--- src/rtl/fofr_pkg.sv ---
// Constants, types and state names of the fast overcurrent fault response.
// Assumes the PMBus front end decodes command codes and byte data for us.
package fofr_pkg;
    // --------------------------------------------------------------
    // Command codes and byte defaults
    // --------------------------------------------------------------
    localparam logic [7:0] FOFR_CMD_RESP = 8'hca;
    localparam logic [7:0] FOFR_CMD_TIMING = 8'hc8;
    localparam logic [7:0] FOFR_RESP_RST = 8'h00;
    localparam logic [7:0] FOFR_TIMING_RST = 8'h00;
    localparam logic [7:0] FOFR_RD_UNMAPPED = 8'h00;
    // --------------------------------------------------------------
    // Field positions
    // --------------------------------------------------------------
    localparam int FOFR_MODE_MSB = 7;
    localparam int FOFR_MODE_LSB = 6;
    localparam int FOFR_RETRY_MSB = 5;
    localparam int FOFR_RETRY_LSB = 3;
    localparam int FOFR_DELAY_MSB = 2;
    localparam int FOFR_DELAY_LSB = 0;
    localparam int FOFR_UNIT_MSB = 3;
    localparam int FOFR_UNIT_LSB = 2;
    // --------------------------------------------------------------
    // Encodings
    // --------------------------------------------------------------
    localparam logic [1:0] FOFR_MODE_IGNORE = 2'h0;
    localparam logic [1:0] FOFR_MODE_RETRY = 2'h3;
    localparam logic [2:0] FOFR_RETRY_NONE = 3'h0;
    localparam logic [2:0] FOFR_RETRY_FOREVER = 3'h7;
    // --------------------------------------------------------------
    // Timing
    // --------------------------------------------------------------
    localparam int FOFR_CLK_HZ = 25_000_000;
    localparam int FOFR_TICK_MS = 1;
    localparam int FOFR_TICK_CYCLES = FOFR_CLK_HZ / 1000 * FOFR_TICK_MS;
    localparam logic [15:0] FOFR_UNIT0_MS = 16'h0001;
    localparam logic [15:0] FOFR_UNIT1_MS = 16'h0004;
    localparam logic [15:0] FOFR_UNIT2_MS = 16'h0010;
    localparam logic [15:0] FOFR_UNIT3_MS = 16'h0100;
    // --------------------------------------------------------------
    // Types
    // --------------------------------------------------------------
    typedef enum logic [2:0] {
        ST_RUN, ST_STD_LIMIT, ST_FAST_LIMIT, ST_OFF_WAIT, ST_ATTEMPT, ST_OFF_HOLD
    } fofr_state_t;
    typedef struct packed {
        logic wr;
        logic rd;
        logic [7:0] code;
        logic [7:0] data;
    } fofr_cmd_t;
    typedef struct packed {
        logic fault;
        logic limiting;
        logic clear;
        logic reEnable;
        logic offCmd;
        logic biasLost;
        logic otherFault;
    } fofr_cond_t;
    typedef struct packed {
        logic outEn;
        logic stdLimit;
        logic fastLimit;
        logic statusSet;
        logic notify;
    } fofr_act_t;
endpackage

--- src/rtl/fofr_top.sv ---
// Fast overcurrent fault response sequencer with its two config bytes.
// Assumes the command port, fault comparator and power stage share core_clk.
// Summary of operation
// - Any mode: set overcurrent status bit and notify host when enabled.
// - Mode 00: keep running at the standard limit, constant-current, forever.
// - Mode 11: run at the fast limit for the configured delay.
// - Still limiting when delay ends: shut down and follow retry count.
// - Retry field sets how many restart attempts follow a shutdown.
// - Retry 000: no restart, output off until fault cleared.
// - Retry 111: restart attempts without limit.
// - Retry 001: one attempt, then off until cleared.
// - Retry 010: two attempts, then off until cleared.
// - Attempt starts spaced by delay count times delay unit.
// - Delay codes 0..7 give 1,2,4,...,128 units.
// - Unit from timing byte bits 3:2: 1, 4, 16, 256 ms.
// - Retry 011..110: three to six attempts, then off until cleared.
// - Endless retry stops on off command, bias loss or other fault.
`timescale 1ns/1ns
module fofr_top
    import fofr_pkg::*;
#(
    parameter int TICK_CYCLES = FOFR_TICK_CYCLES,
    parameter bit NOTIFY_EN = 1'b1
) (
    input wire logic core_clk, // Device clock
    input wire logic rst, // Async reset, high
    input wire fofr_cmd_t cmd, // Command byte access
    input wire fofr_cond_t cond, // Fault and power conditions
    output fofr_act_t act, // Power stage and status actions
    output logic [7:0] rdData, // Read byte
    output logic rdValid // Read byte strobe
);
    // Elaboration check of the tick divider width
    if (TICK_CYCLES < 1 || TICK_CYCLES > 65535) begin : g_badTick
        $error("TICK_CYCLES out of range");
    end

    // --------------------------------------------------------------
    // Delay arithmetic
    // --------------------------------------------------------------
    function automatic logic [15:0] delayMs(input logic [2:0] code, input logic [1:0] unit);
        logic [15:0] unitMs;
        unitMs = FOFR_UNIT0_MS;
        case (unit)
            2'h0: unitMs = FOFR_UNIT0_MS;
            2'h1: unitMs = FOFR_UNIT1_MS;
            2'h2: unitMs = FOFR_UNIT2_MS;
            default: unitMs = FOFR_UNIT3_MS;
        endcase
        return unitMs << code;
    endfunction

    logic [7:0] respCfg_ff;
    logic [7:0] timingCfg_ff;
    fofr_state_t state_ff;
    fofr_state_t nxt_state;
    logic [15:0] prescale_ff;
    logic [15:0] timerMs_ff;
    logic [2:0] attemptCnt_ff;
    logic [2:0] nxt_attemptCnt;
    logic faultPrev_ff;
    logic notify_ff;
    fofr_act_t act_ff;
    fofr_act_t nxt_act;
    logic [7:0] rdData_ff;
    logic rdValid_ff;

    // --------------------------------------------------------------
    // Decode
    // --------------------------------------------------------------
    wire logic [1:0] mode = respCfg_ff[FOFR_MODE_MSB:FOFR_MODE_LSB];
    wire logic [2:0] retry = respCfg_ff[FOFR_RETRY_MSB:FOFR_RETRY_LSB];
    wire logic [2:0] delayCode = respCfg_ff[FOFR_DELAY_MSB:FOFR_DELAY_LSB];
    wire logic [1:0] unitSel = timingCfg_ff[FOFR_UNIT_MSB:FOFR_UNIT_LSB];
    wire logic [15:0] delayLen = delayMs(delayCode, unitSel);
    wire logic tickNow = (prescale_ff == 16'(TICK_CYCLES - 1));
    wire logic expired = (timerMs_ff >= delayLen);
    wire logic faultEvent = cond.fault && !faultPrev_ff;
    wire logic stopReq = cond.offCmd || cond.biasLost || cond.otherFault;
    wire logic restartReq = cond.clear || cond.reEnable;
    wire logic retriesLeft = (retry == FOFR_RETRY_FOREVER) || (attemptCnt_ff < retry);
    wire logic stateChange = (nxt_state != state_ff);
    wire logic wrResp = cmd.wr && (cmd.code == FOFR_CMD_RESP);
    wire logic wrTiming = cmd.wr && (cmd.code == FOFR_CMD_TIMING);
    wire logic [7:0] rdMux = (cmd.code == FOFR_CMD_RESP) ? respCfg_ff :
                             (cmd.code == FOFR_CMD_TIMING) ? timingCfg_ff : FOFR_RD_UNMAPPED;

    // --------------------------------------------------------------
    // Sequencer
    // --------------------------------------------------------------
    always_comb begin
        nxt_state = state_ff;
        nxt_attemptCnt = attemptCnt_ff;
        case (state_ff)
            ST_RUN: begin
                if (cond.fault && mode == FOFR_MODE_IGNORE) begin
                    nxt_state = ST_STD_LIMIT;
                end else if (cond.fault && mode == FOFR_MODE_RETRY) begin
                    nxt_state = ST_FAST_LIMIT;
                end else if (cond.fault) begin
                    nxt_state = retriesLeft ? ST_OFF_WAIT : ST_OFF_HOLD;
                end
            end
            ST_STD_LIMIT: begin
                if (!cond.fault) begin
                    nxt_state = ST_RUN;
                end
            end
            ST_FAST_LIMIT: begin
                if (stopReq) begin
                    nxt_state = ST_OFF_HOLD;
                end else if (expired && cond.limiting) begin
                    nxt_state = retriesLeft ? ST_OFF_WAIT : ST_OFF_HOLD;
                end else if (expired) begin
                    nxt_state = ST_RUN;
                end
            end
            ST_OFF_WAIT: begin
                if (stopReq) begin
                    nxt_state = ST_OFF_HOLD;
                end else if (expired) begin
                    nxt_state = ST_ATTEMPT;
                    if (retry != FOFR_RETRY_FOREVER) begin
                        nxt_attemptCnt = attemptCnt_ff + 3'h1;
                    end
                end
            end
            ST_ATTEMPT: begin
                if (stopReq) begin
                    nxt_state = ST_OFF_HOLD;
                end else if (cond.fault) begin
                    nxt_state = ST_FAST_LIMIT;
                end else if (expired) begin
                    nxt_state = ST_RUN;
                    nxt_attemptCnt = 3'h0;
                end
            end
            ST_OFF_HOLD: begin
                if (restartReq) begin
                    nxt_state = ST_RUN;
                end
            end
            default: nxt_state = ST_RUN;
        endcase
        if (restartReq) begin
            nxt_attemptCnt = 3'h0;
            if (state_ff != ST_STD_LIMIT) begin
                nxt_state = ST_RUN;
            end
        end
        if (stopReq && (state_ff == ST_OFF_WAIT || state_ff == ST_ATTEMPT)) begin
            nxt_state = ST_OFF_HOLD;
        end
    end

    // Power stage outputs track the next state; status pulses on faultEvent, notify set by faultEvent holds until clear
    always_comb begin
        nxt_act.outEn = (nxt_state == ST_RUN) || (nxt_state == ST_STD_LIMIT) ||
                        (nxt_state == ST_FAST_LIMIT) || (nxt_state == ST_ATTEMPT);
        nxt_act.stdLimit = (nxt_state == ST_STD_LIMIT);
        nxt_act.fastLimit = (nxt_state == ST_FAST_LIMIT);
        nxt_act.statusSet = faultEvent;
        nxt_act.notify = NOTIFY_EN && (faultEvent || (notify_ff && !cond.clear));
    end

    // --------------------------------------------------------------
    // Registers
    // --------------------------------------------------------------
    always_ff @(posedge core_clk or posedge rst) begin
        if (rst) begin
            respCfg_ff <= FOFR_RESP_RST;
            timingCfg_ff <= FOFR_TIMING_RST;
        end else begin
            if (wrResp) begin
                respCfg_ff <= cmd.data;
            end
            if (wrTiming) begin
                timingCfg_ff <= cmd.data;
            end
        end
    end

    always_ff @(posedge core_clk or posedge rst) begin
        if (rst) begin
            rdData_ff <= 8'h00;
            rdValid_ff <= 1'b0;
        end else begin
            rdValid_ff <= cmd.rd;
            rdData_ff <= cmd.rd ? rdMux : rdData_ff;
        end
    end

    // Timer restarts on each state entry
    always_ff @(posedge core_clk or posedge rst) begin
        if (rst) begin
            prescale_ff <= 16'h0000;
            timerMs_ff <= 16'h0000;
        end else if (stateChange || restartReq) begin
            prescale_ff <= 16'h0000;
            timerMs_ff <= 16'h0000;
        end else begin
            prescale_ff <= tickNow ? 16'h0000 : prescale_ff + 16'h0001;
            if (tickNow && !expired) begin
                timerMs_ff <= timerMs_ff + 16'h0001;
            end
        end
    end

    always_ff @(posedge core_clk or posedge rst) begin
        if (rst) begin
            state_ff <= ST_RUN;
            attemptCnt_ff <= 3'h0;
            faultPrev_ff <= 1'b0;
            notify_ff <= 1'b0;
            act_ff <= '0;
        end else begin
            state_ff <= nxt_state;
            attemptCnt_ff <= nxt_attemptCnt;
            faultPrev_ff <= cond.fault;
            notify_ff <= nxt_act.notify;
            act_ff <= nxt_act;
        end
    end

    assign act = act_ff;
    assign rdData = rdData_ff;
    assign rdValid = rdValid_ff;
endmodule

--- config.mk ---
export PLATFORM = sky130hd
export DESIGN_NAME = fofr_top
export DESIGN_NICKNAME = d
export VERILOG_FILES = /design/src/rtl/fofr_pkg.sv /design/src/rtl/fofr_top.sv
export SDC_FILE = /design/constraint.sdc
export NUM_CORES = 1
export LEC_CHECK = 0
export BUFFER_PORTS_ARGS = -buffer_cell sky130_fd_sc_hd__buf_4
export CAP_MARGIN = 10
export CORE_MARGIN = 8
export CORE_UTILIZATION = 25
export CTS_BUF_LIST = sky130_fd_sc_hd__clkbuf_2 sky130_fd_sc_hd__clkbuf_4 sky130_fd_sc_hd__clkbuf_8
export DETAILED_ROUTE_END_ITERATION = 6
export PLACE_DENSITY = 0.47
export SLEW_MARGIN = 40
export SYNTH_ARGS = -nofsm -noshare
export SYNTH_HDL_FRONTEND = slang
export SYNTH_SLANG_ARGS = --single-unit
--- constraint.sdc ---
create_clock -name core_clk -period 4.8 [get_ports core_clk]
set_input_delay 0.96 -clock core_clk [delete_from_list [all_inputs] [get_ports core_clk]]
set_output_delay 0.96 -clock core_clk [all_outputs]
set_load 0.01 [all_outputs]
==> impl_metrics.tcl, run 1 <==
set metrics [dict create \
    fin_crit_ns 3.74 \
    io_buffers 40 \
    antenna_found_initial 0 \
    dp.cells 681 \
    drt_iter0_drc 206 \
    postCtsSetupRepairBufs 0 \
    wl_per_cell_um 14.8 \
    timing.final.max_slew_violations 0 \
    dieWidth_um 146 \
    yosys_most_used_dff "dfrtp_1" \
    cts_resized 0 \
    num_vias 3389 \
    hold_class "reg -> reg" \
    clkSlewWorstSetupHoldPaths_ns 0.07 \
    start_util_pct 25.5 \
    tightest_slew_ns 0.665 \
    post_drt_via_cell_ratio 4.86 \
    dpl_worst_slack_ns 1.07 \
    gr-total-overflow 0 \
    diodes 0 \
    rows 47 \
    cts_root_buf "clkbuf_8" \
    synth_top_area_share_pct 40.9 \
    ys_types 72 \
    fin_total_pwr_mw 1.55 \
    grt_use_total_pct 9.95 \
    layout.nets 520 \
    cts_sinks 69 \
    fp.coreArea_mm2 0.0165 \
    ctsLongestPathBuffers 2 \
    route.detailed.drc 0 \
    insertion_delay_ns 0.35 \
    maxSlewHeadroom_pct 55.3 \
    final-hold-violation-count 0 \
    netlist_area_mm2 0.00422 \
    grt_pass1_vias 3438 \
    finalSetupTns_ns 0 \
    worstHoldPathCells 1 \
    ant_nets 0 \
    holdWs_ns 0.418 \
    ys_top_cells_by_area "dfrtp_1 (41%), ha_1 (6.2%), mux2_2 (4.3%)" \
    required_ns 5.08 \
    grt_start_max_net_pins 42 \
    totalWireLength_um 10300 \
    syn_inst 438 \
    rsz0062_at_grt "no" \
    end_kind "flop" \
    postPlaceCellArea_mm2 0.00472 \
    gp_congestion 0.834 \
    dp_hpwl_um 7500 \
    die_area_mm2 0.0213 \
    start_kind "flop" \
    cp_max_fo 13 \
    synth_seq_cells 69 \
    path_class "reg -> reg" \
    fmax_mhz 268 \
    syn_avg_cell_area_um2 9.63 \
    outcome "finished, final reports clean" \
    synth.largest_area_cell "dfrtp_1" \
    timing.final.crit_share_pct 77.8 \
    synth_edf_count 0 \
    final_cells 697 \
    ys_seq_area_share_pct 40.9 \
    yosysWarnings 0 \
    p_per_area_mw_per_mm2 315 \
    final_cell_area_mm2 0.00493 \
    irDropWorstVdd_v 0.000255 \
    syn_to_final_growth_pct 16.8 \
    setup_slack_ns 1.06 \
    async_flop_share_pct 100 \
    htree_levels 3 \
    cts_tree "yes" \
    clock_skew_ns 0.00834 \
    grt_pass1_wl_um 17300 \
    numCtsBuffers 9 \
    synth_nets 486 \
    max_cap_viol_count 0 \
    cp.arrival_ns 4.02 \
    finalSetupViolCount 0 \
    drive_above_1_share_pct 21.0 \
    dr.pass1.iters 4 \
    io_pins 41 \
    postLayoutCoreUtil_pct 29.8 \
    die_y_um 146 \
    nFillCells 1708 \
    power_leakage_nw 2.07 \
    hold_buffers 0 \
    r2r_cells 13 \
]
## power breakdown
| group | switching, mW | internal (mW) | leakage, nW | total [mW] |
|---|---|---|---|---|
| combinational | 0.262 | 0.148 | 1.02 | 0.410 |
| clock | 0.226 | 0.264 | 0.103 | 0.490 |
| sequential | 0.0435 | 0.608 | 0.945 | 0.652 |
| total | 0.531 | 1.02 | 2.07 | 1.55 |
## final timing paths
path	from	end	slack [ns]
setup / recovery	respCfg_ff[1]$_DFFE_PP0P_	attemptCnt_ff[2]$_DFFE_PP0P_	1.06
setup reg to reg	respCfg_ff[1]$_DFFE_PP0P_	attemptCnt_ff[2]$_DFFE_PP0P_	1.06
min in group asynchronous	rst	rdData[5]$_DFFE_PP0P_	0.65
hold reg to reg	faultPrev_ff$_DFF_PP0_	act[1]$_DFF_PP0_	0.42
max in group asynchronous	rst	prescale_ff[3]$_DFF_PP0_	3.34
hold / removal	faultPrev_ff$_DFF_PP0_	act[1]$_DFF_PP0_	0.42
## cells by family (layout without fill, tap and decap cells)
logic type	count (synthesis)	after routing	synth area share [%]
and+or+nand+nor	178	178	23.5
AOI/OAI and AO/OA	70	70	11.8
DFF	69	69	40.9
buffers and inverters	42	81	4.30
xor gates and xnor gates	32	32	6.64
muxes	25	25	6.41
adders and majority gates	22	22	6.46
## cell type report
| type | count | area, µm² | share of cell area [%] |
|---|---|---|---|
| clock buffer | 12 | 153 | 3.10 |
| sequential | 69 | 1730 | 35.0 |
| timing repair buffer | 43 | 323 | 6.55 |
| tap | 220 | 275 | 5.58 |
| inverter | 22 | 85.1 | 1.73 |
| multi-input combinational | 327 | 2320 | 47.1 |
| clock inverter | 4 | 47.5 | 0.964 |
## worst max-delay path, cell delays in order (launching register included)
cell     delay (ns)
dfrtp_1        0.52
nor2_1         0.24
nand2_1        0.08
o21ai_0        0.14
a32o_1         0.20
nand2_1        0.06
ha_1           0.32
nand4_1        0.14
nor4_2         0.34
o31a_1         0.25
nor3_1         0.11
or4_1          0.64
or4b_1         0.49
a21oi_1        0.15
## cell usage after synthesis, drive strengths merged, types with 5 or more instances
cell	n
buf	5
inv	22
nand2	40
nand4	7
nor4	9
nand3	18
or3	5
a21oi	17
clkbuf	15
nor2	29
nor3	32
ha	21
xnor2	18
mux2	16
o21ai	10
xor2	14
nor2b	5
and3	9
dfrtp	69
mux2i	9
o22ai	11
## layout by cell type, fill, tap and decap left out, types with 3 or more instances in the layout
cell type  synthesis  layout
o21ai_0            9       9
o22ai_1           10      10
or3_1              5       5
or2_2              3       3
nand3b_1           4       4
mux2i_1            9       9
nor4_1             7       7
clkbuf_8           1      10
nor2b_1            4       4
dfrtp_1           69      69
nand2_1           40      40
a21oi_1           17      17
nor3_1            26      26
a31oi_1            4       4
nand4_1            6       6
and3_1             9       9
ha_1              21      21
o21a_1             3       3
xor2_1            14      14
nor3_2             6       6
inv_1             22      21
buf_4              1      43
mux2_2            16      16
nor2_1            29      29
nand3_1           17      17
xnor2_1           18      18
## metal layers
layer	GRT usage [%]	wire length, µm	up-vias
li1	-	-	1655
met5	0	0	-
met1	12.2	4860	1683
met2	16.3	4970	39
met3	2.39	280	12
met4	4.42	206	0
## flip-flops by register name, summed over array words and instances, names as in the netlist
signal,cells
act,5
attemptCnt_ff,3
faultPrev_ff,1
prescale_ff,16
rdData,8
rdValid,1
respCfg_ff,8
state_ff,3
timerMs_ff,16
timingCfg_ff,8
Power figures use the tool's default switching activity.
==> run 2, diff against run 1 <==
- clock period: 4.8 -> 3.9 ns (I/O delays scaled with it)
==> run 2 against run 1 <==
Net effect: global-route usage grew 0.053 points; cell area grew 1.2%; highest routed layer unchanged; register-to-register slack lost 0.75 ns; hold slack lost 0.011 ns; sequential cell count is the same; sequential power grew 23%; via count shrank 0.71%; maximum frequency grew 4.1%; clock skew grew 0.0042 ns.
==> impl_metrics.tcl, run 2 (same netlist as run 1, synthesis figures left out) <==
set metrics [dict create \
    holdWs_ns 0.407 \
    worst-path-buf-inv 0 \
    start_util_pct 25.5 \
    regArea_mm2 0.00173 \
    critPathSlowestCell "or4_1" \
    fin_crit_ns 3.59 \
    timing.final.crit_share_pct 92.0 \
    cts_root_buf "clkbuf_8" \
    totalWireLength_um 10300 \
    syn_to_final_growth_pct 18.3 \
    drt_iter0_drc 172 \
    io_buffers 40 \
    wl_per_cell_um 14.6 \
    antenna_found_initial 0 \
    post_drt_via_cell_ratio 4.80 \
    hold_class "reg -> reg" \
    io_pins 41 \
    insertion_delay_ns 0.35 \
    rows 47 \
    required_ns 4.18 \
    fmax_mhz 279 \
    multiInputGateArea_mm2 0.00233 \
    clock_skew_ns 0.0125 \
    irDropWorstVdd_v 0.000252 \
    cts_tree "yes" \
    final_common_cell "dfrtp_1" \
    path_class "reg -> reg" \
    drive_above_1_share_pct 22.5 \
    grt_start_max_net_pins 70 \
    hold_start "faultPrev_ff$_DFF_PP0_" \
    max_cap_viol_count 0 \
    grt_pass1_vias 3478 \
    setup_slack_ns 0.311 \
    cp_cell_sequence "nor2_2 > nand2_1 > o21ai_0 > a32o_1 > nand2_1 > ha_1 > nand4_1 > nor4_4 > o31a_1 > nor3_1 > or4_1 > or4b_1 > a21oi_1" \
    r2r-start "timingCfg_ff[2]$_DFFE_PP0P_" \
    finalSetupTns_ns 0 \
    numCtsBuffers 9 \
    layout.nets 524 \
    diodes 0 \
    tightest_slew_ns 0.650 \
    ctsLongestPathBuffers 2 \
    grt_use_total_pct 10.0 \
    cpPeakStageDelay_ns 0.63 \
    final_cells 701 \
    reg_top3 "prescale_ff (16), timerMs_ff (16)" \
    fp.coreArea_mm2 0.0165 \
    nFillCells 1681 \
    rsz0062_at_grt "no" \
    postLayoutCoreUtil_pct 30.2 \
    timing.final.max_slew_violations 0 \
    postPlaceCellArea_mm2 0.00476 \
    maxSlewHeadroom_pct 56.7 \
    final-hold-violation-count 0 \
    num_vias 3365 \
    route.detailed.drc 0 \
    start_kind "flop" \
    cp_top_family "simple AND/OR/NAND/NOR gates" \
    htree_levels 3 \
    gp_congestion 0.802 \
    startpoint "timingCfg_ff[2]$_DFFE_PP0P_" \
    p_per_area_mw_per_mm2 388 \
    gr-total-overflow 0 \
    dp_hpwl_um 7340 \
    dieWidth_um 146 \
    dp.cells 685 \
    outcome "finished, final reports clean" \
    finalSetupViolCount 0 \
    power_leakage_nw 2.10 \
    cp.arrival_ns 3.86 \
    dr.pass1.iters 5 \
    final_cell_mix "dfrtp_1 (66), buf_4 (46), nand2_1 (40)" \
    die_area_mm2 0.0213 \
    final_cell_area_mm2 0.00499 \
    ant_nets 0 \
    fin_total_pwr_mw 1.94 \
    cp_max_fo 10 \
    end_kind "flop" \
    grt_pass1_wl_um 17500 \
    dpl_worst_slack_ns 0.210 \
    cts_sinks 69 \
    clkSlewWorstSetupHoldPaths_ns 0.07 \
    path_common_cell "nand2_1" \
    die_y_um 146 \
]
==> run 2: changes by cell type in the layout (fill, tap and decap cells not counted), moves of 2 or more <==
cell      previous run  this run
buf_4               43        46
clkbuf_8            10        12
dfrtp_1             69        66
dfrtp_2              0         3
==> run 2: path summary, 6_finish.rpt <==
path / slack [ns] / depth (start not counted) / endpoint
worst min register to register: 0.41 / 1 / act[1]$_DFF_PP0_
min in group asynchronous: 0.59 / 3 / rdData[7]$_DFFE_PP0P_
worst max register to register: 0.31 / 13 / attemptCnt_ff[2]$_DFFE_PP0P_
worst min-delay path: 0.41 / 1 / act[1]$_DFF_PP0_
max in group asynchronous: 2.83 / 3 / respCfg_ff[2]$_DFFE_PP0P_
worst max-delay path: 0.31 / 13 / attemptCnt_ff[2]$_DFFE_PP0P_
==> run 2: what timing repair did <==
action                                  CTS  global route
setup buffers                             0             0
endpoints found under the setup margin    0             2
gates resized for setup                   0             5
hold buffers                              0             0
==> run 2: area by class of cell <==
cell class	count	share of cell area [%]
inverters	22	1.65
flip-flops and latches	69	34.7
repair buffers	47	7.14
clock buffers	13	3.46
clock inverters	3	0.852
well taps	220	5.52
multi-input cells	327	46.7
==> run 2: where the power goes <==
| group | switching (mW) | internal [mW] | total (mW) |
|---|---|---|---|
| Sequential | 0.0532 | 0.749 | 0.802 |
| Combinational | 0.317 | 0.185 | 0.501 |
| Clock | 0.279 | 0.354 | 0.633 |
==> run 2: routing by layer <==
| metal | vias to the layer above | GRT usage [%] | wire (µm) |
|---|---|---|---|
| li1 | 1660 | - | - |
| met1 | 1655 | 12.7 | 4910 |
| met2 | 39 | 16.2 | 4920 |
| met3 | 11 | 2.11 | 265 |
| met4 | 0 | 4.06 | 158 |
| met5 | - | 0 | 0 |
